--- src/verilog/nva_pkg.sv ---
/*
  Constants, register map and state types of the nonvolatile access unit.
  Assumes a single 250 MHz system clock and AXI4-Lite register access.
*/
// What this block does
// RQ1: Software loads store address and data first.
// RQ2: Store starts only after 55h, AAh, launch.
// RQ3: Launch refused unless store permit set.
// RQ4: Hardware never clears the store permit.
// RQ5: Clearing permit never aborts a running store.
// RQ6: Completion clears launch bit, sets done flag.
// RQ7: Done flag stays until software clears it.
// RQ8: Software masks interrupts during the unlock.
// RQ9: Software sets address, program select, then read.
// RQ10: Second instruction slot is stolen for fetch.
// RQ11: Fetched word lands in data registers next.
// RQ12: Data registers hold until read or written.
// RQ13: Software places two NOPs after program read.
// RQ14: Launch with program selected reverts, does nothing.
// RQ15: Power-up clears the store permit.
// RQ16: Power-up timer blocks stores for 64 ms.
// RQ17: Software keeps permit clear outside updates.
// RQ18: Software may verify each stored byte.
// RQ19: Select 0 means data, 1 program, read-only.
// RQ20: Launch bits set by software, cleared by hardware.
// RQ21: Reset during a store sets aborted flag.
// RQ22: Unlock port stores nothing, reads zero.
// RQ23: Any unexpected write resets the unlock tracker.
// RQ24: Store duration comes from a parameterised counter.

package nva_pkg;

  // ----------------------------------------------------------------------
  // Bus and register map
  // ----------------------------------------------------------------------
  localparam int          AXI_AW      = 8;
  localparam int          AXI_DW      = 32;
  localparam logic [7:0]  OFF_ADDR_LO = 8'h00;
  localparam logic [7:0]  OFF_ADDR_HI = 8'h04;
  localparam logic [7:0]  OFF_DATA_LO = 8'h08;
  localparam logic [7:0]  OFF_DATA_HI = 8'h0C;
  localparam logic [7:0]  OFF_CTRL    = 8'h10;
  localparam logic [7:0]  OFF_UNLOCK  = 8'h14;
  localparam logic [7:0]  OFF_STATUS  = 8'h18;
  localparam logic [1:0]  RESP_OKAY   = 2'h0;
  localparam logic [1:0]  RESP_SLVERR = 2'h2;

  // ----------------------------------------------------------------------
  // Control and status fields
  // ----------------------------------------------------------------------
  localparam int          CTL_RD      = 0;
  localparam int          CTL_WR      = 1;
  localparam int          CTL_PERMIT  = 2;
  localparam int          CTL_ABORT   = 3;
  localparam int          CTL_SEL     = 7;
  localparam int          STS_DONE    = 0;
  localparam int          STS_PUT     = 1;
  localparam int          ADDR_HI_W   = 4;
  localparam int          DATA_HI_W   = 6;
  localparam logic [7:0]  UNLOCK_1ST  = 8'h55;
  localparam logic [7:0]  UNLOCK_2ND  = 8'hAA;
  localparam logic [7:0]  RST_BYTE    = 8'h00;

  // ----------------------------------------------------------------------
  // Timing
  // ----------------------------------------------------------------------
  localparam longint      CLK_PERIOD_NS = 4;
  localparam longint      PUT_TIME_MS   = 64;
  localparam longint      PUT_CYCLES    = (PUT_TIME_MS * 1000000) / CLK_PERIOD_NS;
  localparam int          PUT_CNT_W     = 24;
  localparam longint      STORE_TIME_NS = 4000;
  localparam longint      STORE_CYCLES  = STORE_TIME_NS / CLK_PERIOD_NS;

  // ----------------------------------------------------------------------
  // State types
  // ----------------------------------------------------------------------
  typedef enum logic [1:0] {UNL_IDLE, UNL_GOT1, UNL_ARMED} nva_unlock_t;
  typedef enum logic [1:0] {FET_IDLE, FET_WAIT1, FET_WAIT2, FET_CAPT} nva_fetch_t;

endpackage

--- src/verilog/nva_store_timer.sv ---
/*
  Store cycle timer: counts the programming time of one data byte.
  Assumes start is a one-cycle pulse and abort is a level from the CPU reset.
*/
`timescale 1ns/1ps

module nva_store_timer #(
  parameter int unsigned CYCLES = 1000
) (
  // Clock and control
  input  wire logic clk_sys_in,
  input  wire logic resetn_in,
  input  wire logic clk_en_in,
  // Timer
  input  wire logic start_in,
  input  wire logic abort_in,
  output logic      busy_out,
  output logic      done_out
);

  localparam int W = $clog2(CYCLES + 1);

  logic [W-1:0] cnt_reg;

  assign busy_out = (cnt_reg != '0);

  // The count is the whole programming time; only abort_in or resetn_in cuts it short. [RQ24]
  always_ff @(posedge clk_sys_in) begin
    if (!resetn_in || (clk_en_in && abort_in)) begin
      cnt_reg  <= '0;
      done_out <= 1'b0;
    end else if (clk_en_in) begin
      done_out <= (cnt_reg == W'(1));
      if (start_in && !busy_out) begin
        cnt_reg <= W'(CYCLES);
      end else if (busy_out) begin
        cnt_reg <= cnt_reg - W'(1);
      end
    end
  end

endmodule

--- src/verilog/nva_core.sv ---
/*
  Nonvolatile access unit: data byte stores behind an unlock sequence and
  program word fetches that steal one CPU instruction slot.
  Assumes the CPU issues instr_cycle_in once per instruction cycle and that
  the program memory returns a word in the same clock as its read strobe.
*/
`timescale 1ns/1ps

module nva_core
  #(
  parameter longint      PUT_CYCLES   = nva_pkg::PUT_CYCLES,
  parameter int unsigned STORE_CYCLES = 32'(nva_pkg::STORE_CYCLES)
) (
  // Clock, reset, enable
  input  wire logic                         clk_sys_in,
  input  wire logic                         resetn_in,
  input  wire logic                         clk_en_in,
  input  wire logic                         cpu_reset_in,
  // AXI4-Lite write channels
  input  wire logic [nva_pkg::AXI_AW-1:0]   s_axi_awaddr_in,
  input  wire logic                         s_axi_awvalid_in,
  output logic                              s_axi_awready_out,
  input  wire logic [nva_pkg::AXI_DW-1:0]   s_axi_wdata_in,
  input  wire logic [3:0]                   s_axi_wstrb_in,
  input  wire logic                         s_axi_wvalid_in,
  output logic                              s_axi_wready_out,
  output logic [1:0]                        s_axi_bresp_out,
  output logic                              s_axi_bvalid_out,
  input  wire logic                         s_axi_bready_in,
  // AXI4-Lite read channels
  input  wire logic [nva_pkg::AXI_AW-1:0]   s_axi_araddr_in,
  input  wire logic                         s_axi_arvalid_in,
  output logic                              s_axi_arready_out,
  output logic [nva_pkg::AXI_DW-1:0]        s_axi_rdata_out,
  output logic [1:0]                        s_axi_rresp_out,
  output logic                              s_axi_rvalid_out,
  input  wire logic                         s_axi_rready_in,
  // CPU pipeline
  input  wire logic                         instr_cycle_in,
  output logic                              slot_squash_out,
  output logic                              store_done_out,
  // Program memory port
  output logic                              flash_rd_out,
  output logic [11:0]                       flash_addr_out,
  input  wire logic [13:0]                  flash_data_in
);

  import nva_pkg::*;

  // ------------------------------------------------------------------------
  // Declarations
  // ------------------------------------------------------------------------
  logic [7:0]           mem [0:255];
  logic                 aw_full_reg, w_full_reg, w_lane_reg, bvalid_reg, rvalid_reg, flash_rd_reg;
  logic [AXI_AW-1:0]    aw_addr_reg;
  logic [1:0]           bresp_reg, rresp_reg;
  logic [AXI_DW-1:0]    rdata_reg;
  logic [7:0]           w_byte_reg, st_addr_reg, st_data_reg;
  logic [7:0]           addr_lo_reg, data_lo_reg, data_lo_next;
  logic [ADDR_HI_W-1:0] addr_hi_reg;
  logic [DATA_HI_W-1:0] data_hi_reg, data_hi_next;
  logic                 sel_reg, permit_reg, abort_reg, wr_reg, rd_reg, done_flag_reg;
  logic [11:0]          flash_addr_reg;
  logic [PUT_CNT_W-1:0] put_cnt_reg;
  nva_unlock_t          unl_state_reg, unl_state_next;
  nva_fetch_t           fet_state_reg, fet_state_next;

  function automatic logic hit(input logic [AXI_AW-1:0] a, input logic [7:0] off);
    hit = (a[AXI_AW-1:2] == off[AXI_AW-1:2]);
  endfunction
  function automatic logic mapped(input logic [AXI_AW-1:0] a);
    mapped = (a[AXI_AW-1:2] <= OFF_STATUS[AXI_AW-1:2]);
  endfunction

  // ------------------------------------------------------------------------
  // Bus slave decode
  // ------------------------------------------------------------------------
  wire       wr_fire   = clk_en_in && aw_full_reg && w_full_reg && !bvalid_reg;
  wire       ar_take   = clk_en_in && s_axi_arvalid_in && !rvalid_reg;
  wire       sw_wr     = wr_fire && w_lane_reg;
  wire [7:0] b         = w_byte_reg;
  wire       wr_adlo   = sw_wr && hit(aw_addr_reg, OFF_ADDR_LO);
  wire       wr_adhi   = sw_wr && hit(aw_addr_reg, OFF_ADDR_HI);
  wire       wr_dlo    = sw_wr && hit(aw_addr_reg, OFF_DATA_LO);
  wire       wr_dhi    = sw_wr && hit(aw_addr_reg, OFF_DATA_HI);
  wire       wr_ctl    = sw_wr && hit(aw_addr_reg, OFF_CTRL);
  wire       wr_unl    = sw_wr && hit(aw_addr_reg, OFF_UNLOCK);
  wire       wr_sts    = sw_wr && hit(aw_addr_reg, OFF_STATUS);
  wire       put_busy  = (put_cnt_reg != '0);
  wire       st_busy, st_done;

  assign s_axi_awready_out = clk_en_in && !aw_full_reg;
  assign s_axi_wready_out  = clk_en_in && !w_full_reg;
  assign s_axi_arready_out = clk_en_in && !rvalid_reg;
  assign s_axi_bvalid_out  = bvalid_reg;
  assign s_axi_bresp_out   = bresp_reg;
  assign s_axi_rvalid_out  = rvalid_reg;
  assign s_axi_rresp_out   = rresp_reg;
  assign s_axi_rdata_out   = rdata_reg;

  // The unlock port has no storage behind it and always reads zero. [RQ22]
  wire [7:0] ctl_byte = {sel_reg, 3'h0, abort_reg, permit_reg, wr_reg, rd_reg};
  wire [7:0] rd_byte  =
    hit(s_axi_araddr_in, OFF_ADDR_LO) ? addr_lo_reg :
    hit(s_axi_araddr_in, OFF_ADDR_HI) ? 8'(addr_hi_reg) :
    hit(s_axi_araddr_in, OFF_DATA_LO) ? data_lo_reg :
    hit(s_axi_araddr_in, OFF_DATA_HI) ? 8'(data_hi_reg) :
    hit(s_axi_araddr_in, OFF_CTRL)    ? ctl_byte :
    hit(s_axi_araddr_in, OFF_STATUS)  ? {6'h0, put_busy, done_flag_reg} :
    RST_BYTE;

  always_ff @(posedge clk_sys_in) begin
    if (!resetn_in) begin
      aw_full_reg <= 1'b0;
      w_full_reg  <= 1'b0;
      aw_addr_reg <= '0;
      w_byte_reg  <= RST_BYTE;
      w_lane_reg  <= 1'b0;
      bvalid_reg  <= 1'b0;
      bresp_reg   <= RESP_OKAY;
      rvalid_reg  <= 1'b0;
      rresp_reg   <= RESP_OKAY;
      rdata_reg   <= '0;
    end else if (clk_en_in) begin
      if (s_axi_awvalid_in && !aw_full_reg) begin
        aw_full_reg <= 1'b1;
        aw_addr_reg <= s_axi_awaddr_in;
      end
      if (s_axi_wvalid_in && !w_full_reg) begin
        w_full_reg <= 1'b1;
        w_byte_reg <= s_axi_wdata_in[7:0];
        w_lane_reg <= s_axi_wstrb_in[0];
      end
      if (wr_fire) begin
        aw_full_reg <= 1'b0;
        w_full_reg  <= 1'b0;
        bvalid_reg  <= 1'b1;
        bresp_reg   <= mapped(aw_addr_reg) ? RESP_OKAY : RESP_SLVERR;
      end else if (bvalid_reg && s_axi_bready_in) begin
        bvalid_reg <= 1'b0;
      end
      if (ar_take) begin
        rvalid_reg <= 1'b1;
        rresp_reg  <= mapped(s_axi_araddr_in) ? RESP_OKAY : RESP_SLVERR;
        rdata_reg  <= AXI_DW'(rd_byte);
      end else if (rvalid_reg && s_axi_rready_in) begin
        rvalid_reg <= 1'b0;
      end
    end
  end

  // ------------------------------------------------------------------------
  // Unlock tracker and launch decisions
  // ------------------------------------------------------------------------
  // A store needs 55h, AAh and the launch in that order; any other write
  // in between drops the tracker back to idle, except a 55h, which restarts it. [RQ2] [RQ23]
  always_comb begin
    unl_state_next = unl_state_reg;
    if (wr_fire) begin
      if (wr_unl && b == UNLOCK_1ST) begin
        unl_state_next = UNL_GOT1;
      end else if (wr_unl && b == UNLOCK_2ND && unl_state_reg == UNL_GOT1) begin
        unl_state_next = UNL_ARMED;
      end else begin
        unl_state_next = UNL_IDLE;
      end
    end
  end

  // Launch needs the permit already set, data memory selected and the
  // power-up timer expired. [RQ3] [RQ14] [RQ16] [RQ19]
  wire launch_store = wr_ctl && b[CTL_WR] && unl_state_reg == UNL_ARMED && permit_reg &&
                      !b[CTL_SEL] && !put_busy && !wr_reg && !st_busy && !cpu_reset_in;
  wire launch_rd    = wr_ctl && b[CTL_RD] && !rd_reg && !cpu_reset_in;
  wire data_rd_now  = launch_rd && !b[CTL_SEL];
  wire fetch_cap    = (fet_state_reg == FET_CAPT);

  // ------------------------------------------------------------------------
  // Program word fetch
  // ------------------------------------------------------------------------
  // The first instruction after the launch runs; the second one is squashed
  // because its slot is spent on the program memory read. [RQ10]
  always_comb begin
    fet_state_next = fet_state_reg;
    case (fet_state_reg)
      FET_IDLE:  if (launch_rd && b[CTL_SEL]) fet_state_next = FET_WAIT1;
      FET_WAIT1: if (instr_cycle_in) fet_state_next = FET_WAIT2;
      FET_WAIT2: if (instr_cycle_in) fet_state_next = FET_CAPT;
      FET_CAPT:  fet_state_next = FET_IDLE;
      default:   fet_state_next = FET_IDLE;
    endcase
  end

  assign slot_squash_out = (fet_state_reg == FET_WAIT2) && instr_cycle_in;
  assign flash_rd_out    = flash_rd_reg;
  assign flash_addr_out  = flash_addr_reg;
  assign store_done_out  = done_flag_reg;

  // A captured word or a data read overrides a same-cycle software write;
  // otherwise the registers simply hold. [RQ11] [RQ12]
  assign data_lo_next = fetch_cap   ? flash_data_in[7:0] :
                        data_rd_now ? mem[addr_lo_reg] :
                        wr_dlo      ? b : data_lo_reg;
  assign data_hi_next = fetch_cap   ? flash_data_in[13:8] :
                        wr_dhi      ? b[DATA_HI_W-1:0] : data_hi_reg;

  always_ff @(posedge clk_sys_in) begin
    if (!resetn_in || (clk_en_in && cpu_reset_in)) begin
      fet_state_reg  <= FET_IDLE;
      flash_rd_reg   <= 1'b0;
      flash_addr_reg <= '0;
    end else if (clk_en_in) begin
      fet_state_reg <= fet_state_next;
      flash_rd_reg  <= slot_squash_out;
      if (slot_squash_out) begin
        flash_addr_reg <= {addr_hi_reg, addr_lo_reg};
      end
    end
  end

  // ------------------------------------------------------------------------
  // Registers
  // ------------------------------------------------------------------------
  always_ff @(posedge clk_sys_in) begin
    if (!resetn_in || (clk_en_in && cpu_reset_in)) begin
      addr_lo_reg   <= RST_BYTE;
      addr_hi_reg   <= '0;
      data_lo_reg   <= RST_BYTE;
      data_hi_reg   <= '0;
      sel_reg       <= 1'b0;
      permit_reg    <= 1'b0;              // [RQ15]
      wr_reg        <= 1'b0;
      rd_reg        <= 1'b0;
      unl_state_reg <= UNL_IDLE;
    end else if (clk_en_in) begin
      unl_state_reg <= unl_state_next;
      data_lo_reg   <= data_lo_next;
      data_hi_reg   <= data_hi_next;
      if (wr_adlo) addr_lo_reg <= b;
      if (wr_adhi) addr_hi_reg <= b[ADDR_HI_W-1:0];
      if (wr_ctl) begin
        sel_reg    <= b[CTL_SEL];
        permit_reg <= b[CTL_PERMIT];      // [RQ4]
      end
      // Launch bits are set only by software, cleared here or by reset. [RQ20]
      if (launch_store) begin
        wr_reg <= 1'b1;
      end else if (st_done) begin
        wr_reg <= 1'b0;                   // [RQ6]
      end
      if (launch_rd && b[CTL_SEL]) begin
        rd_reg <= 1'b1;
      end else if (fetch_cap) begin
        rd_reg <= 1'b0;
      end
    end
  end

  // The aborted flag survives the CPU reset so software can retry after it;
  // power-up or a control write with the abort bit clear clears it. [RQ21]
  always_ff @(posedge clk_sys_in) begin
    if (!resetn_in) begin
      abort_reg     <= 1'b0;
      done_flag_reg <= 1'b0;
      put_cnt_reg   <= PUT_CNT_W'(PUT_CYCLES);   // [RQ16]
    end else if (clk_en_in) begin
      if (put_busy) put_cnt_reg <= put_cnt_reg - PUT_CNT_W'(1);
      if (cpu_reset_in && wr_reg) begin
        abort_reg <= 1'b1;
      end else if (wr_ctl && !cpu_reset_in) begin
        abort_reg <= b[CTL_ABORT];
      end
      // Set wins over a same-cycle clear. [RQ7]
      if (st_done) begin
        done_flag_reg <= 1'b1;
      end else if (wr_sts && b[STS_DONE]) begin
        done_flag_reg <= 1'b0;
      end
    end
  end

  // Address and data are latched at launch so later register writes, or
  // dropping the permit, cannot change the byte in flight. [RQ5]
  always_ff @(posedge clk_sys_in) begin
    if (clk_en_in) begin
      if (launch_store) begin
        st_addr_reg <= addr_lo_reg;
        st_data_reg <= data_lo_reg;
      end
      if (st_done) mem[st_addr_reg] <= st_data_reg;
    end
  end

  nva_store_timer #(
    .CYCLES (STORE_CYCLES)
  ) u_timer (
    .clk_sys_in (clk_sys_in),
    .resetn_in  (resetn_in),
    .clk_en_in  (clk_en_in),
    .start_in   (launch_store),
    .abort_in   (cpu_reset_in),
    .busy_out   (st_busy),
    .done_out   (st_done)
  );
endmodule

--- config.mk ---
export PLATFORM = sky130hd
export DESIGN_NAME = nva_core
export DESIGN_NICKNAME = d
export VERILOG_FILES = /design/src/verilog/nva_pkg.sv /design/src/verilog/nva_store_timer.sv /design/src/verilog/nva_core.sv
export SDC_FILE = /design/constraint.sdc
export NUM_CORES = 2
export LEC_CHECK = 0
export ABC_AREA = 1
export CORE_MARGIN = 2
export CORE_UTILIZATION = 49
export CTS_CLUSTER_DIAMETER = 200
export DETAILED_ROUTE_END_ITERATION = 6
export DONT_BUFFER_PORTS = 1
export PLACE_DENSITY_LB_ADDON = 0.05
export SYNTH_ARGS = -nofsm -noshare
export SYNTH_HDL_FRONTEND = slang
export SYNTH_SLANG_ARGS = --single-unit
--- constraint.sdc ---
create_clock -name clk_sys_in -period 5.8 [get_ports clk_sys_in]
set_input_delay 1.16 -clock clk_sys_in [delete_from_list [all_inputs] [get_ports clk_sys_in]]
set_output_delay 1.16 -clock clk_sys_in [all_outputs]
set_load 0.01 [all_outputs]
* Word level (Yosys, flattened, before mapping)
Memory sizes are Yosys's and may differ from the RTL's. A register that Yosys moved wholly into a read port is not among the register bits.
Cells that the tools add are included.
** Storage, ports and cells
- Memories :: 1
- Flip-flop bits (word level) :: 133
- Output and inout bits :: 56
- Input bits :: 76
- Bits in writable memories :: 2048
** Operators by class
- Reductions and logical operators :: 92
- Mux-type cells :: 42
- Add/sub/neg operators :: 2
- $lt $le $gt $ge :: 2
- Equality and inequality tests :: 22
** Memory list
- mem :: depth 256, width 8, rd ports 1, clocked after memory_dff 1, wr ports 1, line nva_core.sv:53 : logic [7:0] mem [0:255];
** Operator list (count)
- $mux W8 :: 10
- $logic_and A1 B1 Y1 :: 42
- $reduce_and A2 Y1 :: 21
- $eq A6 B3 Y1 const B :: 5
- $eq A6 B2 Y1 const B :: 4
- $reduce_bool A24 Y1 :: 1
- $sub A24 B1 Y24 const B :: 1
- $mux W10 :: 2
- $reduce_bool A2 Y1 :: 10
- $mux W1 :: 19
- $mux W2 :: 8
- $eq A6 B1 Y1 const B :: 2
- $le A6 B3 Y1 const B :: 2
- $logic_not A6 Y1 :: 2
- $mux W6 :: 2
- $logic_not A1 Y1 :: 11
- $eq A10 B1 Y1 const B :: 1
- $reduce_bool A10 Y1 :: 1
- $sub A10 B1 Y10 const B :: 1
- $eq A8 B7 Y1 const B :: 1
- $eq A8 B8 Y1 const B :: 1
- $pmux W2 S4 :: 1
- $eq A2 B2 Y1 const B :: 3
- $ne A2 B2 Y1 const B :: 3
- other kinds (5) :: 6

* Longest topological paths before layout
- Depth in word-level cells :: 16
- Mapped depth :: 18
- Mapped depth without buffers :: 16

* Cells and area by module
From an unflattened synthesis, not the netlist that was laid out.
** Unflattened totals
- Cell total of the unflattened synthesis :: 7790
- Area, all modules :: 89230.6 um2
** By module, submodules not included
- nva_core :: seq. area each 64181.6 um2, instances 1, cells an instance 7691, area each 88559.9 um2
- nva_store_timer :: seq. area each 220.2 um2, instances 1, cells an instance 99, area each 670.6 um2

* Least setup slack after synthesis
Ideal clock, no wire load.
- Kind :: reg2reg
- Start :: register st_data_reg[0]
- End :: memory mem[0][0] (data pin)
- Period minus slack after synthesis :: 4.046 ns
- Buffers on the path :: 0
- Data arrival time :: 3.228 ns
- Data required time :: 4.983 ns
- Cell stages (with the launch flop) :: 1
- Setup slack :: 1.754 ns
- Path through :: edfxtp_1
** RTL lines
- start: declaration :: line nva_core.sv:58 : logic [7:0] w_byte_reg, st_addr_reg, st_data_reg;
- start signal: assignment :: line nva_core.sv:288 : st_data_reg <= data_lo_reg;
- end: declaration :: line nva_core.sv:53
No word-level cell before the write port.

==> results.yml <==
setup_path:
  worstPathRequired_ns: 6.52
  worstSetupPathType: "flip-flop to flip-flop"
  cp_cell_sequence: "inv_8, buf_12, nand2_1, nand3_1, nand3_1, nand3_1, nand3_1, nand2_1, nand2_1, nand2_1, nand2_1, nand3_1, nand3_1, nand2_1, nand2_1, a21oi_1"
  cp-start-kind: "flip-flop"
  cpMaxStageDelayCell: "dfxtp_4"
  rr_worst_depth: 16
  cp_common_cell: "nand2_1"
  arrival_ns: 4.61
  critPathMaxFanout: 110
  max_stage_delay_ns: 0.81
  cp-end-kind: "flip-flop"
floorplanning:
  io_pins: 132
  coreArea_um2: 180700
  initial_core_util_pct: 49.30
  fp-row-count: 156
  die_x_um: 430.4
  fp.dieArea_um2: 185300
  die-height_um: 430.4
sta:
  finalSetupTns_ns: 0
  worstMarginPinSlew_ns: 1.171
  hold_viol: 0
  period_share_pct: 66.98
  min_period_ns: 3.885
  finClkSkew_ns: 0.02320
  fmaxAchievable_mhz: 257.4
  finalSetupViolations: 0
  relSlewSlack_pct: 21.63
  finalMaxSlewViolations: 0
  rsz0062_at_grt: "no"
placement:
  port_buffers: 0
  dpl_cell_area_um2: 90860
  gp_congestion: 0.8745
  hpwl_um: 133900
yosys:
  ys_seq_area_share_pct: 72.27
  synthDistinctLibCells: 47
  ys_warn_count: 0
  synth_top_flop_cell: "edfxtp_1"
  syn_avg_cell_area_um2: 11.44
  synthArstFlopShare_pct: 0
  ys_ff_latch: 2185
  yosys-top-cells-area: "edfxtp_1, nand3_1, nand2_1"
  syn_inst: 7787
  syn-cell-area_um2: 89110
  synth-edff-count: 2064
  synth_top_area_cell: "edfxtp_1"
  synth.top_cell.area_share_pct: 69.56
route:
  drtIter0Drc: 5947
  totalWireLength_um: 243600
  first_pass_iters: 6
  wl_per_cell_um: 24.01
  post-route-drc-count: 0
  final_antenna_net_count: 0
  vias_per_cell: 5.699
  num_vias: 57832
cells_and_area:
  final_util_pct: 54.01
  layout_commonest_cell: "nand2_1"
  drive_gt1_share_pct: 5.491
  area_growth_pct: 9.558
  nNetsFinal: 7682
  postLayoutCellArea_um2: 97620
  final_cell_mix: "nand2_1, edfxtp_1, nand3_1"
  largest_register_ffs: 2048
global_routing:
  grt_pass1_vias: 54945
  grt_start_max_net_pins: 194
  antenna_found_initial: 4
  grt_usage_pct: 26.03
  gr-total-overflow: 0
  grt_pass1_wl_um: 360600
power_and_ir_drop:
  p_leak_nw: 34.16
  swShare_pct: 19.93
  powerDensity_nw_per_um2: 316.4
  ir_drop_mv: 0.2760
  clkPwrFrac_pct: 43.7
  combPwrFrac_pct: 1.0
  p_total_w: 0.03089
  p_seq_share_pct: 55.3
  power_switching_w: 0.006155
  power.internal_w: 0.02473
clocking:
  post-cts-setup-buffers: 0
  ctsLongestPathBuffers: 3
  clock_sinks: 2185
  cts_made_buffers: 220
  tritoncts: "yes"
  cts-resized-gates: 0
  h-tree-depth: 4
  clk_latency_ns: 0.86
  cts_root_buf: "clkbuf_16"
  path_clk_slew_ns: 0.06
  cts_hold_buffers: 0
worst_hold_path:
  worstHoldPathType: "primary input to flip-flop"
  min_path_cells: 1
job:
  drv_cap: 0
run_status:
  status: "finished, final reports clean"
## metrics by stage
stage / cells / setup slack (ns) / hold slack, ns
6_report: 10148 / 1.915 / 0.4029
2_1_floorplan: 7812 / 1.754 / 0.4252
4_1_cts: 10146 / 2.027 / 0.3307
5_1_grt: 10146 / 1.800 / 0.3598
3_3_place_gp: 9745 / 1.507 / 0.4419
3_5_place_dp: 9745 / 1.442 / 0.4455
## metal layers
| metal | global-route usage [%] | wire (um) |
|---|---|---|
| met4 | 7.627 | 6511 |
| met2 | 41.54 | 115100 |
| met1 | 37.44 | 106600 |
| met3 | 3.560 | 15340 |
| met5 | 0 | 13 |
## worst paths after layout
path	start	end	slack [ns]
setup / recovery	flip-flop	data_lo_reg[7]$_SDFFE_PP0P_	1.92
hold / removal	resetn_in	put_cnt_reg[21]$_SDFFE_PN1P_	0.40
setup reg to reg	flip-flop	data_lo_reg[7]$_SDFFE_PP0P_	1.92
hold reg to reg	aw_addr_reg[6]$_SDFFE_PN0P_	aw_addr_reg[6]$_SDFFE_PN0P_	0.45
## layout make-up
| type | instances | area [um2] |
|---|---|---|
| Clock buffer | 303 | 5942 |
| Fill cell | 15432 | 83120 |
| Multi-Input combinational cell | 4966 | 21870 |
| Sequential cell | 2185 | 64420 |
| Timing Repair Buffer | 95 | 1089 |
| Antenna cell | 2 | 5.005 |
| Tap cell | 2370 | 2965 |
| Clock inverter | 98 | 819.5 |
| Inverter | 129 | 509.2 |
## cell usage after synthesis (all sizes together), types with 9 or more instances
cell and count:
nand2 2248, edfxtp 2064, nand3 1969, nor2 405, buf 361, clkbuf 171, inv 129, dfxtp 121
o21ai 111, a21oi 108, nor3 14, nand4 13, o22ai 13, or2 12, ha 9, nor4 9
## kinds of logic after synthesis
kind of cell / synth area share (%)
AOI/OAI and AO/OA: 1.577
other: 0.004208
xor gates and xnor gates: 0.01966
adders and majority gates: 0.1264
and+or+nand+nor: 22.68
buffers and inverters: 3.315
DFF: 72.27
## worst max-delay path, delay by kind of cell (launching register included)
family / cells / cell delay (ns)
AND/OR/NAND/NOR: 13 / 1.85
buffers and inverters: 2 / 0.76
AO/OA/AOI/OAI: 1 / 0.05
flip-flops: 1 / 0.81
## power groups by stage
| stage | registers, W | logic (W) | clock network [W] |
|---|---|---|---|
| after floorplan | 0.0174 | 0.000258 | 0 |
| after global placement | 0.0174 | 0.000307 | 0 |
| after detailed placement | 0.0174 | 0.000310 | 0 |
| after CTS | 0.0171 | 0.000312 | 0.0137 |
| after global routing | 0.0171 | 0.000358 | 0.0143 |
| final | 0.0171 | 0.000314 | 0.0135 |
Note: power is estimated with default switching activity, not from simulation.
